## src/hw/rxwa_pkg.sv

```systemverilog
// constants, types and helpers shared by the receive word aligner
// Function
// - manual mode with search enabled scans for the 7 or 10 bit pattern, realigns
// - manual mode with search disabled keeps the boundary despite patterns elsewhere
// - first pattern after search enable rises pulses sync and hit one cycle
// - later pattern at current boundary pulses only the hit flag
// - realignment only while search enabled; each realignment pulses sync once
// - sync and hit flags leave with the same latency as their data word
// - every rising edge of slip request shifts the boundary by one bit
// - in slip mode hit pulses when two output words match the double-width pattern
// - each slip inserts one bit at the output word's most significant end
// - automatic mode acquires sync after 4 patterns at one boundary with no invalid code group between
// - automatic mode loses sync after 17 erroneous code groups
// - each run of 16 good groups lowers the error count by one
// - after reset automatic mode searches, then raises sync on acquisition
// - sync stays high until loss, then low until acquired again
// - PCIe configuration fixes pattern, its length and the thresholds
// - run-length flag rises when identical bits exceed the configured maximum
// - run-length limit spans width/2 up to 16 or 32 times width
// - selectable receive polarity inversion
// - MSB-first selection reverses the output bit order; default LSB first
// - byte reversal swaps output halves in 16 and 20 bit custom widths
// - polarity inversion unavailable in PCIe configuration
// - bit reversal available only in custom configurations
package rxwa_pkg;
    localparam int DATA_W = 10;
    localparam logic [7:0] ADR_CTRL = 8'h00;
    localparam logic [7:0] ADR_PAT = 8'h04;
    localparam logic [7:0] ADR_RLV = 8'h08;
    localparam logic [7:0] ADR_STAT = 8'h0C;
    // control register fields
    localparam int CTL_MODE_LSB = 0;
    localparam int CTL_SEARCH = 2;
    localparam int CTL_SLIP = 3;
    localparam int CTL_POL = 4;
    localparam int CTL_BREV = 5;
    localparam int CTL_BYREV = 6;
    localparam int CTL_PCIE = 7;
    localparam int CTL_PLEN7 = 8;
    // status register fields
    localparam int ST_SYNC = 0;
    localparam int ST_RLV = 1;
    localparam int ST_HIT = 2;
    localparam int ST_OFF_LSB = 8;
    localparam int ST_ERR_LSB = 16;
    localparam int ST_STATE_LSB = 24;
    localparam logic [31:0] CTRL_RST = 32'h0000_0000;
    localparam logic [31:0] PAT_RST = 32'h0000_017C;
    localparam logic [9:0] RLV_RST = 10'h0A0;
    localparam logic [9:0] PCIE_COMMA = 10'h17C;
    localparam logic [9:0] PLEN7_MASK = 10'h07F;
    // fixed sync hysteresis for the PCIe configuration
    localparam logic [2:0] ACQ_GROUPS = 3'd4;
    localparam logic [4:0] LOSS_ERRS = 5'd17;
    localparam logic [4:0] GOOD_RUN = 5'd16;
    localparam logic [3:0] CG_ONES_MIN = 4'd4;
    localparam logic [3:0] CG_ONES_MAX = 4'd6;
    localparam int RL_CNT_W = 10;

    typedef enum logic [1:0] {RXWA_MODE_MANUAL, RXWA_MODE_SLIP, RXWA_MODE_AUTO} rxwa_mode_t;
    typedef enum logic [1:0] {SY_LOSS, SY_ACQ, SY_SYNC} rxwa_sync_t;

    function automatic int rxwa_rl_max(input int w);
        rxwa_rl_max = (w <= 10) ? 16 * w : 32 * w;
    endfunction : rxwa_rl_max
endpackage : rxwa_pkg

```

## src/hw/rxwa_match_if.sv

```systemverilog
// pattern search request and per-offset hit vector
`timescale 1ns/100ps
interface rxwa_match_if #(parameter int W = 10);
    logic [2*W-1:0] window;
    logic [W-1:0] pat;
    logic [W-1:0] mask;
    logic dual;
    logic [W-1:0] hits;
    modport searcher (input window, input pat, input mask, input dual, output hits);
    modport user (output window, output pat, output mask, output dual, input hits);
endinterface : rxwa_match_if

```

## src/hw/rxwa_run_check.sv

```systemverilog
// counts runs of identical bits across words and flags overlong runs
`timescale 1ns/100ps
module rxwa_run_check
    import rxwa_pkg::*;
#(
    parameter int W = 10
) (
    input wire logic mclk,
    input wire logic srst,
    input wire logic [W-1:0] din,
    input wire logic [RL_CNT_W-1:0] limit,
    output logic viol
);
    typedef struct packed {
        logic [RL_CNT_W-1:0] cnt;
        logic last;
        logic viol;
    } rxwa_rc_t;
    rxwa_rc_t r, n;

    always_comb begin
        n = r;
        n.viol = 1'b0;
        for (int i = 0; i < W; i++) begin
            if (din[i] == n.last) begin
                // saturate so a stuck line keeps flagging
                if (n.cnt != '1) begin
                    n.cnt = n.cnt + 1'b1;
                end
            end else begin
                n.cnt = RL_CNT_W'(1);
                n.last = din[i];
            end
            if (n.cnt > limit) begin
                n.viol = 1'b1;
            end
        end
        if (srst) begin
            n = '0;
        end
    end

    always_ff @(posedge mclk) begin
        r <= n;
    end

    assign viol = r.viol;
endmodule : rxwa_run_check

```

## src/hw/rxwa_searcher.sv

```systemverilog
// compares the pattern against every bit offset of a two-word window
`timescale 1ns/100ps
module rxwa_searcher #(
    parameter int W = 10
) (
    rxwa_match_if.searcher m
);
    genvar k;
    generate
        for (k = 0; k < W; k++) begin : g_off
            // dual catches the opposite-disparity comma
            assign m.hits[k] = (((m.window[k +: W] ^ m.pat) & m.mask) == '0)
                | (m.dual & (((m.window[k +: W] ^ ~m.pat) & m.mask) == '0));
        end
    endgenerate
endmodule : rxwa_searcher

```

## src/hw/rxwa_top.sv

```systemverilog
// receive word aligner with manual, bit-slip and automatic sync modes
`timescale 1ns/100ps
module rxwa_top
    import rxwa_pkg::*;
#(
    parameter int W = DATA_W
) (
    input wire logic mclk,
    input wire logic srst,
    input wire logic [W-1:0] rx_data,
    output logic [W-1:0] rx_parallel_data,
    output logic sync_flag,
    output logic pattern_hit,
    output logic rlv_flag,
    input wire logic wb_cyc_i,
    input wire logic wb_stb_i,
    input wire logic wb_we_i,
    input wire logic [7:0] wb_adr_i,
    input wire logic [3:0] wb_sel_i,
    input wire logic [31:0] wb_dat_i,
    output logic [31:0] wb_dat_o,
    output logic wb_ack_o
);
    import rxwa_pkg::*;

    localparam int OW = $clog2(W);
    localparam int RL_MIN = W / 2;
    localparam int RL_MAX = rxwa_rl_max(W);

    typedef struct packed {
        logic [31:0] ctrl;
        logic [2*W-1:0] pat;
        logic [RL_CNT_W-1:0] rlv_lim;
        logic [W-1:0] prev;
        logic [OW-1:0] off;
        logic slip_d;
        logic search_d;
        logic armed;
        logic [W-1:0] last_out;
        logic [2:0] acq;
        logic [4:0] err;
        logic [4:0] good;
        rxwa_sync_t sstate;
        logic hit_sticky;
        logic rlv_sticky;
        logic sync;
        logic hit;
        logic rlv;
        logic [W-1:0] dout;
        logic ack;
        logic [31:0] rdata;
    } rxwa_state_t;

    rxwa_state_t r, n;
    rxwa_match_if #(.W(W)) mi ();
    logic pcie;
    logic [W-1:0] din;
    logic [RL_CNT_W-1:0] lim;
    logic rc_viol;

    function automatic logic [W-1:0] pick(input logic [2*W-1:0] win, input logic [OW-1:0] o);
        pick = win[o +: W];
    endfunction : pick

    function automatic logic [31:0] merge(input logic [31:0] old, input logic [31:0] wd, input logic [3:0] sel);
        merge = old;
        for (int i = 0; i < 4; i++) begin
            if (sel[i]) begin
                merge[8*i +: 8] = wd[8*i +: 8];
            end
        end
    endfunction : merge

    function automatic logic cg_valid(input logic [W-1:0] w);
        logic [3:0] ones;
        ones = '0;
        for (int i = 0; i < 10 && i < W; i++) begin
            ones = ones + 4'(w[i]);
        end
        cg_valid = (ones >= CG_ONES_MIN) && (ones <= CG_ONES_MAX);
    endfunction : cg_valid

    assign pcie = r.ctrl[CTL_PCIE];
    assign din = rx_data ^ {W{r.ctrl[CTL_POL] & ~pcie}};
    // newest word sits high, so slipping pulls fresh bits into the msb
    assign mi.window = {din, r.prev};
    assign mi.pat = pcie ? W'(PCIE_COMMA) : r.pat[W-1:0];
    assign mi.mask = (pcie | ~r.ctrl[CTL_PLEN7]) ? {W{1'b1}} : W'(PLEN7_MASK);
    assign mi.dual = pcie;
    // out-of-range limits are clamped rather than rejected
    assign lim = (r.rlv_lim < RL_CNT_W'(RL_MIN)) ? RL_CNT_W'(RL_MIN)
        : (r.rlv_lim > RL_CNT_W'(RL_MAX)) ? RL_CNT_W'(RL_MAX) : r.rlv_lim;

    rxwa_searcher #(.W(W)) u_search (
        .m(mi)
    );

    rxwa_run_check #(.W(W)) u_run (
        .mclk(mclk),
        .srst(srst),
        .din(din),
        .limit(lim),
        .viol(rc_viol)
    );

    always_comb begin
        logic [1:0] mode;
        logic search;
        logic armed_now;
        logic fh_ok;
        logic [OW-1:0] fh_off;
        logic cur_hit;
        logic [OW-1:0] new_off;
        logic sync_p;
        logic hit_p;
        logic [W-1:0] al_cur;
        logic [W-1:0] al;
        logic [W-1:0] w;
        logic acc;
        logic wr;
        logic [31:0] tmp;
        logic [31:0] stat;
        n = r;
        w = '0;
        acc = 1'b0;
        wr = 1'b0;
        tmp = '0;
        stat = '0;
        mode = pcie ? RXWA_MODE_AUTO : r.ctrl[CTL_MODE_LSB +: 2];
        search = r.ctrl[CTL_SEARCH];
        armed_now = r.armed | (search & ~r.search_d);
        fh_ok = 1'b0;
        fh_off = '0;
        for (int k = W - 1; k >= 0; k--) begin
            if (mi.hits[k]) begin
                fh_ok = 1'b1;
                fh_off = OW'(k);
            end
        end
        cur_hit = mi.hits[r.off];
        new_off = r.off;
        sync_p = 1'b0;
        hit_p = 1'b0;
        al_cur = pick(mi.window, r.off);
        al = al_cur;
        n.prev = din;
        n.search_d = search;
        n.slip_d = r.ctrl[CTL_SLIP];
        case (mode)
            RXWA_MODE_SLIP: begin
                if (r.ctrl[CTL_SLIP] & ~r.slip_d) begin
                    new_off = (r.off == OW'(W - 1)) ? '0 : OW'(r.off + 1'b1);
                end
                al = pick(mi.window, new_off);
                hit_p = ({al, r.last_out} == r.pat);
            end
            RXWA_MODE_AUTO: begin
                case (r.sstate)
                    SY_LOSS: begin
                        if (fh_ok) begin
                            new_off = fh_off;
                            hit_p = 1'b1;
                            n.acq = 3'd1;
                            n.sstate = SY_ACQ;
                        end
                    end
                    SY_ACQ: begin
                        if (!cg_valid(al_cur)) begin
                            n.acq = '0;
                            n.sstate = SY_LOSS;
                        end else if (cur_hit) begin
                            hit_p = 1'b1;
                            if (r.acq == ACQ_GROUPS - 3'd1) begin
                                n.sstate = SY_SYNC;
                                n.err = '0;
                                n.good = '0;
                            end else begin
                                n.acq = r.acq + 3'd1;
                            end
                        end
                    end
                    SY_SYNC: begin
                        hit_p = cur_hit;
                        if (!cg_valid(al_cur)) begin
                            n.good = '0;
                            if (r.err == LOSS_ERRS - 5'd1) begin
                                n.sstate = SY_LOSS;
                                n.acq = '0;
                            end else begin
                                n.err = r.err + 5'd1;
                            end
                        end else if (r.good == GOOD_RUN - 5'd1) begin
                            n.good = '0;
                            if (r.err != '0) begin
                                n.err = r.err - 5'd1;
                            end
                        end else begin
                            n.good = r.good + 5'd1;
                        end
                    end
                    default: begin
                        n.sstate = SY_LOSS;
                    end
                endcase
                al = pick(mi.window, new_off);
            end
            default: begin
                // a straddling pattern realigns only while search stays high
                if (search && fh_ok && (armed_now || !cur_hit)) begin
                    new_off = cur_hit ? r.off : fh_off;
                    sync_p = 1'b1;
                    hit_p = 1'b1;
                    n.armed = 1'b0;
                end else begin
                    hit_p = cur_hit;
                    n.armed = armed_now & search;
                end
                al = pick(mi.window, new_off);
            end
        endcase
        n.off = new_off;
        n.last_out = al;
        w = al;
        if (r.ctrl[CTL_BREV] & ~pcie) begin
            w = {<<{al}};
        end
        if ((W >= 16) && r.ctrl[CTL_BYREV] && !pcie) begin
            w = {w[W/2-1:0], w[W-1:W/2]};
        end
        // data and flags leave in the same register stage
        n.dout = w;
        n.sync = (mode == RXWA_MODE_AUTO) ? (n.sstate == SY_SYNC) : sync_p;
        n.hit = hit_p;
        n.rlv = rc_viol;
        // wishbone classic slave, ack registered one cycle after the request, held one cycle then drops
        acc = wb_cyc_i & wb_stb_i & ~r.ack;
        wr = acc & wb_we_i;
        n.ack = acc;
        n.hit_sticky = r.hit_sticky | hit_p;
        n.rlv_sticky = r.rlv_sticky | rc_viol;
        if (wr) begin
            case ({wb_adr_i[7:2], 2'b00})
                ADR_CTRL: begin
                    n.ctrl = merge(r.ctrl, wb_dat_i, wb_sel_i);
                end
                ADR_PAT: begin
                    tmp = merge(32'(r.pat), wb_dat_i, wb_sel_i);
                    n.pat = tmp[2*W-1:0];
                end
                ADR_RLV: begin
                    tmp = merge(32'(r.rlv_lim), wb_dat_i, wb_sel_i);
                    n.rlv_lim = tmp[RL_CNT_W-1:0];
                end
                ADR_STAT: begin
                    // a new event in the clear cycle keeps its bit set
                    if (wb_sel_i[0]) begin
                        n.rlv_sticky = rc_viol | (r.rlv_sticky & ~wb_dat_i[ST_RLV]);
                        n.hit_sticky = hit_p | (r.hit_sticky & ~wb_dat_i[ST_HIT]);
                    end
                end
                default: begin
                end
            endcase
        end
        stat = '0;
        stat[ST_SYNC] = r.sync;
        stat[ST_RLV] = r.rlv_sticky;
        stat[ST_HIT] = r.hit_sticky;
        stat[ST_OFF_LSB +: OW] = r.off;
        stat[ST_ERR_LSB +: 5] = r.err;
        stat[ST_STATE_LSB +: 2] = r.sstate;
        case ({wb_adr_i[7:2], 2'b00})
            ADR_CTRL: n.rdata = r.ctrl;
            ADR_PAT: n.rdata = 32'(r.pat);
            ADR_RLV: n.rdata = 32'(r.rlv_lim);
            ADR_STAT: n.rdata = stat;
            default: n.rdata = '0;
        endcase
        if (!acc) begin
            n.rdata = '0;
        end
        if (srst) begin
            n = '0;
            n.ctrl = CTRL_RST;
            n.pat = (2*W)'(PAT_RST);
            n.rlv_lim = RLV_RST;
        end
    end

    always_ff @(posedge mclk) begin
        r <= n;
    end

    assign rx_parallel_data = r.dout;
    assign sync_flag = r.sync;
    assign pattern_hit = r.hit;
    assign rlv_flag = r.rlv;
    assign wb_dat_o = r.rdata;
    assign wb_ack_o = r.ack;
endmodule : rxwa_top

```

## config.mk

```make
export PLATFORM = sky130hd
export DESIGN_NAME = rxwa_top
export DESIGN_NICKNAME = d
export VERILOG_FILES = /design/src/hw/rxwa_pkg.sv /design/src/hw/rxwa_match_if.sv /design/src/hw/rxwa_run_check.sv /design/src/hw/rxwa_searcher.sv /design/src/hw/rxwa_top.sv
export SDC_FILE = /design/constraint.sdc
export NUM_CORES = 1
export LEC_CHECK = 0
export BUFFER_PORTS_ARGS = -buffer_cell sky130_fd_sc_hd__buf_2
export CORE_MARGIN = 5
export CORE_UTILIZATION = 35
export CTS_CLUSTER_DIAMETER = 40
export DETAILED_ROUTE_END_ITERATION = 10
export PLACE_DENSITY_LB_ADDON = 0.3
export SLEW_MARGIN = 20
export SYNTH_ARGS = -nofsm -noshare
export SYNTH_HDL_FRONTEND = slang
export SYNTH_HIERARCHICAL = 1
export SYNTH_SLANG_ARGS = --single-unit
```

## constraint.sdc

```tcl
create_clock -name mclk -period 16.7 [get_ports mclk]
set_clock_uncertainty 0.15 [all_clocks]
set_input_delay 5.01 -clock mclk [delete_from_list [all_inputs] [get_ports mclk]]
set_output_delay 5.01 -clock mclk [all_outputs]
set_load 0.01 [all_outputs]
```

Word-level counts from Yosys, hierarchy flattened:

Index checks and enable logic that the tools add are counted.

* add/sub/neg operators: 24
* magnitude comparators: 15
* equality and inequality tests: 44
* shift-type cells: 4
* muxes and demuxes: 114
* bitwise operators: 86
* reductions and logical operators: 44

Operators by type and width (number)
* $mux W10: 27
* $xor A10 B10 Y10: 21
* $and A10 B10 Y10: 20
* $logic_not A10 Y1: 20
* $pmux W32 S4: 1
* $add A10 B1 Y10 const B: 10
* $gt A10 B10 Y1: 10
* $ne A10 B10 Y1 const B: 10
* $shiftx A20 B5 Y10: 4
* $mux W4: 19
* $pmux W10 S2: 2
* $mux W1: 39
* $reduce_and A3 Y1: 9
* $add A4 B1 Y4: 6
* $and A1 B1 Y1: 20
* $eq A20 B20 Y1: 1
* $mux W5: 4
* $mux W2: 9
* $or A1 B1 Y1: 16
* $mux W15: 1
* $mux W3: 5
* $ne A3 B3 Y1 const B: 5
* $eq A6 B2 Y1 const B: 2
* $mux W12: 1
* other kinds (41): 69

* register bits after elaboration: 164
* output and inout bits: 46

Depth between registers and ports, before layout:

* depth in word-level cells: 34
* depth in mapped cells: 64
* gate-level depth less buffers: 56

Modules after synthesis:

Netlist, hierarchy kept.

Modules (own cells, without submodules)
* rxwa_top: times used 1, cells each 1245, area each 10443.8 sq um
* rxwa_run_check: times used 1, cells each 914, area each 6476.2 sq um
* rxwa_searcher: times used 1, cells each 289, area each 2124.5 sq um

Worst setup path after synthesis:

OpenSTA, ideal clock, no wires.

* path kind: input port to flip-flop
* from: in rx_data[0]
* to: reg u_run.r, in the netlist u_run/viol
* library setup time: 0.134 ns
* arrival time: 17.318 ns
* data required time: 16.416 ns
* path slack: -0.902 ns
* stages on the path: 57
* path through: xnor2_1 > clkinv_1 > xnor2_2 > nand3_1 > a211o_1 > nor3_4 > a21oi_2 > buf_6 > a2111o_1 > o22ai_2 > nor3_1 > buf_4 > a2111oi_4 > a21bo_2 > o31a_1 > or4_1 > buf_2 > and4_4 > [21 not listed] > nor2b_1 > o21ai_0 > nand2b_1 > a21oi_1 > nor2b_1 > o21ai_0 > nand2b_1 > a21oi_1 > o21ai_0 > a221oi_1 > o21ai_0 > or4_1 > a211oi_1 > o311ai_0 > a21oi_1 > nand2_1 > a31oi_1 > a41oi_1

* cells in the longest elaborated chain, start to end: 32

Ends and longest elaborated chain
* start: declaration: RTL line rxwa_top.sv:10 `input wire logic [W-1:0] rx_data,`
* $xor A10 B10 Y10 (*): RTL line rxwa_top.sv:84 `assign din = rx_data ^ {W{r.ctrl[CTL_POL] & ~pcie}};`
* via din[0]: RTL line rxwa_top.sv:57 `logic [W-1:0] din;`
* $eq A1 B1 Y1: RTL line rxwa_run_check.sv:25 `if (din[i] == n.last) begin`
* $mux W10: RTL line rxwa_run_check.sv:25
* $add A10 B1 Y10 / $ne A10 B10 Y1 (equally long branches): RTL line rxwa_run_check.sv:28, rxwa_run_check.sv:27
* $mux W10: RTL line rxwa_run_check.sv:27 `if (n.cnt != '1) begin`
* $mux W10: RTL line rxwa_run_check.sv:25
* $add A10 B1 Y10 / $ne A10 B10 Y1 (equally long branches): RTL line rxwa_run_check.sv:28, rxwa_run_check.sv:27
* [17 not listed]
* $add A10 B1 Y10 / $ne A10 B10 Y1 (equally long branches): RTL line rxwa_run_check.sv:28, rxwa_run_check.sv:27
* $mux W10: RTL line rxwa_run_check.sv:27
* $mux W10: RTL line rxwa_run_check.sv:25
* $add A10 B1 Y10 / $ne A10 B10 Y1 (equally long branches): RTL line rxwa_run_check.sv:28, rxwa_run_check.sv:27
* $mux W10: RTL line rxwa_run_check.sv:27
* $mux W10: RTL line rxwa_run_check.sv:25
* $gt A10 B10 Y1: RTL line rxwa_run_check.sv:34 `if (n.cnt > limit) begin`
* $mux W1 (*): RTL line rxwa_run_check.sv:34
* end signal: assignment: RTL line rxwa_run_check.sv:44 `r <= n;`
* end: declaration: RTL line rxwa_run_check.sv:19 `rxwa_rc_t r, n;`

Mark *: on every way through the listed nets, which the timed path passes. The rest lies on a longest branch.
A chain may end at the register's enable or synchronous reset.

Final worst setup path:

Ends and elaborated chain as after synthesis.

==> results_dict.tcl <==
set metrics [dict create \
    final_antenna_net_count 0 \
    setup-violations-final 0 \
    grt_max_degree 60 \
    leakage_uw 0.0101 \
    die_y_um 243 \
    hold_viol_final 0 \
    placed_cell_area_sq_mm 0.0220 \
    slew_headroom_pct 20.1 \
    vias_per_cell 6.01 \
    cts_tree "built" \
    drive_above_1_share_pct 25.5 \
    rsz0062_at_grt "true" \
    ys_warn_count 6 \
    utilization_pct 43.5 \
    dp_hpwl_mm 55.1 \
    max_cap_violations 0 \
    crit_buf_inv 11 \
    final_cell_mix "349 x buf_4, 235 x nor2_1, 170 x nand2_1" \
    path_delay_family "compound AO/OA/AOI/OAI gates" \
    finalPower_uw 1130 \
    first_global_vias 20294 \
    grtUsageTotal_pct 23.3 \
    hp-class "register to register" \
    ys.flop_type "dfxtp_1" \
    final_area_sq_mm 0.0234 \
    ys_seq_elements 164 \
    finalMaxSlewViolations 0 \
    clk_path_buf_depth 2 \
    wirelength_mm 73.4 \
    drtIter0Drc 2068 \
    synth_cell_types 121 \
    layout_min_cycle_time_ps 16570 \
    worst_ir_drop_vdd_mv 0.0561 \
    grt_pass1_wl_mm 113 \
    cts_made_buffers 17 \
    avgSynthCellArea_sq_um 7.78 \
    num_vias 20807 \
    core-area_sq_mm 0.0538 \
    first_pass_iters 7 \
    syn_inst 2448 \
    cp.arrival_ps 16730 \
    dieArea_sq_mm 0.0592 \
    die_w_um 243 \
    crit_required_ps 16850 \
    path_clk_slew_ps 70 \
    tightest_slew_ps 1200 \
    drcViolationCount 0 \
    synth_top_area_share_pct 17.2 \
    clockRootBuffer "clkbuf_16" \
    syn2layout_area_growth_pct 23.0 \
    cp_slowest_cell "or4_4" \
    rows 85 \
    synth-edff-count 0 \
    cpMostUsedCell "buf_4" \
    ys_async_sr_fraction_pct 0 \
    gp_congestion 0.930 \
    synthTopCellsByArea "dfxtp_1 17%, ha_1 7.6%, mux2i_1 7.1%" \
    clock_latency_ps 450 \
    yosysSeqAreaShare_pct 17.2 \
    fin_crit_sh_pct 99.2 \
    htree_levels 4 \
    cts_hold_buf 0 \
    endpoint_kind "register" \
    antenna_found_initial 2 \
    portBuffers 102 \
    final_common_cell "buf_4" \
    max_freq_ghz 0.0603 \
    pwr_density_cell_mw_per_mm2 48.2 \
    wl_per_cell_um 21.2 \
    status "completed" \
    max_stage_delay_ps 530 \
    worst_setup_path_start_kind "input pin" \
    synth_top_area_cell "dfxtp_1" \
    io_pins 105 \
    synth_area_sq_mm 0.0190 \
    worst-setup-path-type "input pin to register" \
    initial_utilization_pct 35.4 \
    overflow 0 \
    worst-path-max-fanout 7 \
    cts_num_sinks 164 \
    fin_nets 2936 \
]
-- worst min-delay path, stage by stage, from the launching register on --
cell and delay (ps):
dfxtp_1 310, nand2_1 50, a21oi_1 50
-- synth_stat cells (all sizes together), types with 31 or more instances --
| cell type | instances |
|---|---|
| buf | 96 |
| a22oi | 55 |
| a31oi | 32 |
| and3 | 32 |
| o22ai | 63 |
| a211oi | 36 |
| o21ai | 109 |
| nand2b | 39 |
| mux2i | 138 |
| xnor2 | 150 |
| a21oi | 138 |
| ha | 116 |
| nand4 | 49 |
| and2 | 31 |
| clkbuf | 91 |
| nand2 | 175 |
| nor2 | 236 |
| nor3 | 76 |
| nor2b | 32 |
| inv | 75 |
| dfxtp | 164 |
| nand3 | 82 |
-- logic make-up after synthesis --
family                   share of synthesized area, %
multiplexers                                     11.4
other                                          0.0394
XOR/XNOR                                         7.63
AND/OR/NAND/NOR                                  22.7
adder cells (fa/ha/maj)                          8.62
AO/OA/AOI/OAI                                    25.2
buffers and inverters                            7.21
flip-flops                                       17.2
-- cell type report --
class	count	area, sq um
fillers	5392	30400
well taps	696	871
flip-flops and latches	164	3280
repair buffers	459	3240
multi-input cells	2023	15100
diodes	1	2.50
clock buffers	17	425
inverters	89	340
clock inverters	15	205
-- metal layers --
metal / global-route usage (%) / vias to the layer above / share of wire, %
met4: 7.98 / 2 / 3.5
met5: 0 / - / 0.018
met2: 38.4 / 937 / 46
li1: - / 9662 / -
met1: 31.0 / 10007 / 43
met3: 3.84 / 199 / 7.3
-- flip-flops by register name, summed over array words and instances (netlist names) --
| register | flops |
|---|---|
| mi.dual | 1 |
| mi.window | 10 |
| pattern_hit | 1 |
| r | 95 |
| rlv_flag | 1 |
| rx_parallel_data | 10 |
| sync_flag | 1 |
| u_run/r | 11 |
| u_run/viol | 1 |
| wb_ack_o | 1 |
| wb_dat_o | 32 |
-- through the flow --
stage / worst slack (ps) / TNS (ps) / hold slack [ps] / cells
floorplan: -20.3 / -20.3 / 277 / 2462
global placement: -723 / -723 / 285 / 3398
detailed placement: -823 / -823 / 290 / 3398
CTS: 2.87 / 0 / 300 / 3436
global route: -274 / -274 / 326 / 3463
finish: 128 / 0 / 299 / 3464
-- timing repair --
item                                   CTS  global route
gates resized for setup                 14            91
cloned                                   1             0
buffers inserted                         5            28
setup endpoints to repair                1             1
pin swaps                                8            63
endpoints found under the hold margin    0             0
-- power by group --
group          total (uW)  internal, uW  switching, uW
registers             406           395           10.5
clock network         412           217            194
logic                 312           134            178
total                1130           747            383
-- final timing paths --
| kind | startpoint | endpoint | slack, ps | depth (start not counted) |
|---|---|---|---|---|
| worst max-delay path | rx_data[0] | u_run/viol | 130 | 62 |
| worst min-delay path | r[148] | r[148] | 300 | 2 |
| worst max register to register | r[124] | u_run/viol | 3830 | 63 |
| worst min register to register | r[148] | r[148] | 300 | 2 |
Power figures use the tool's default switching activity.
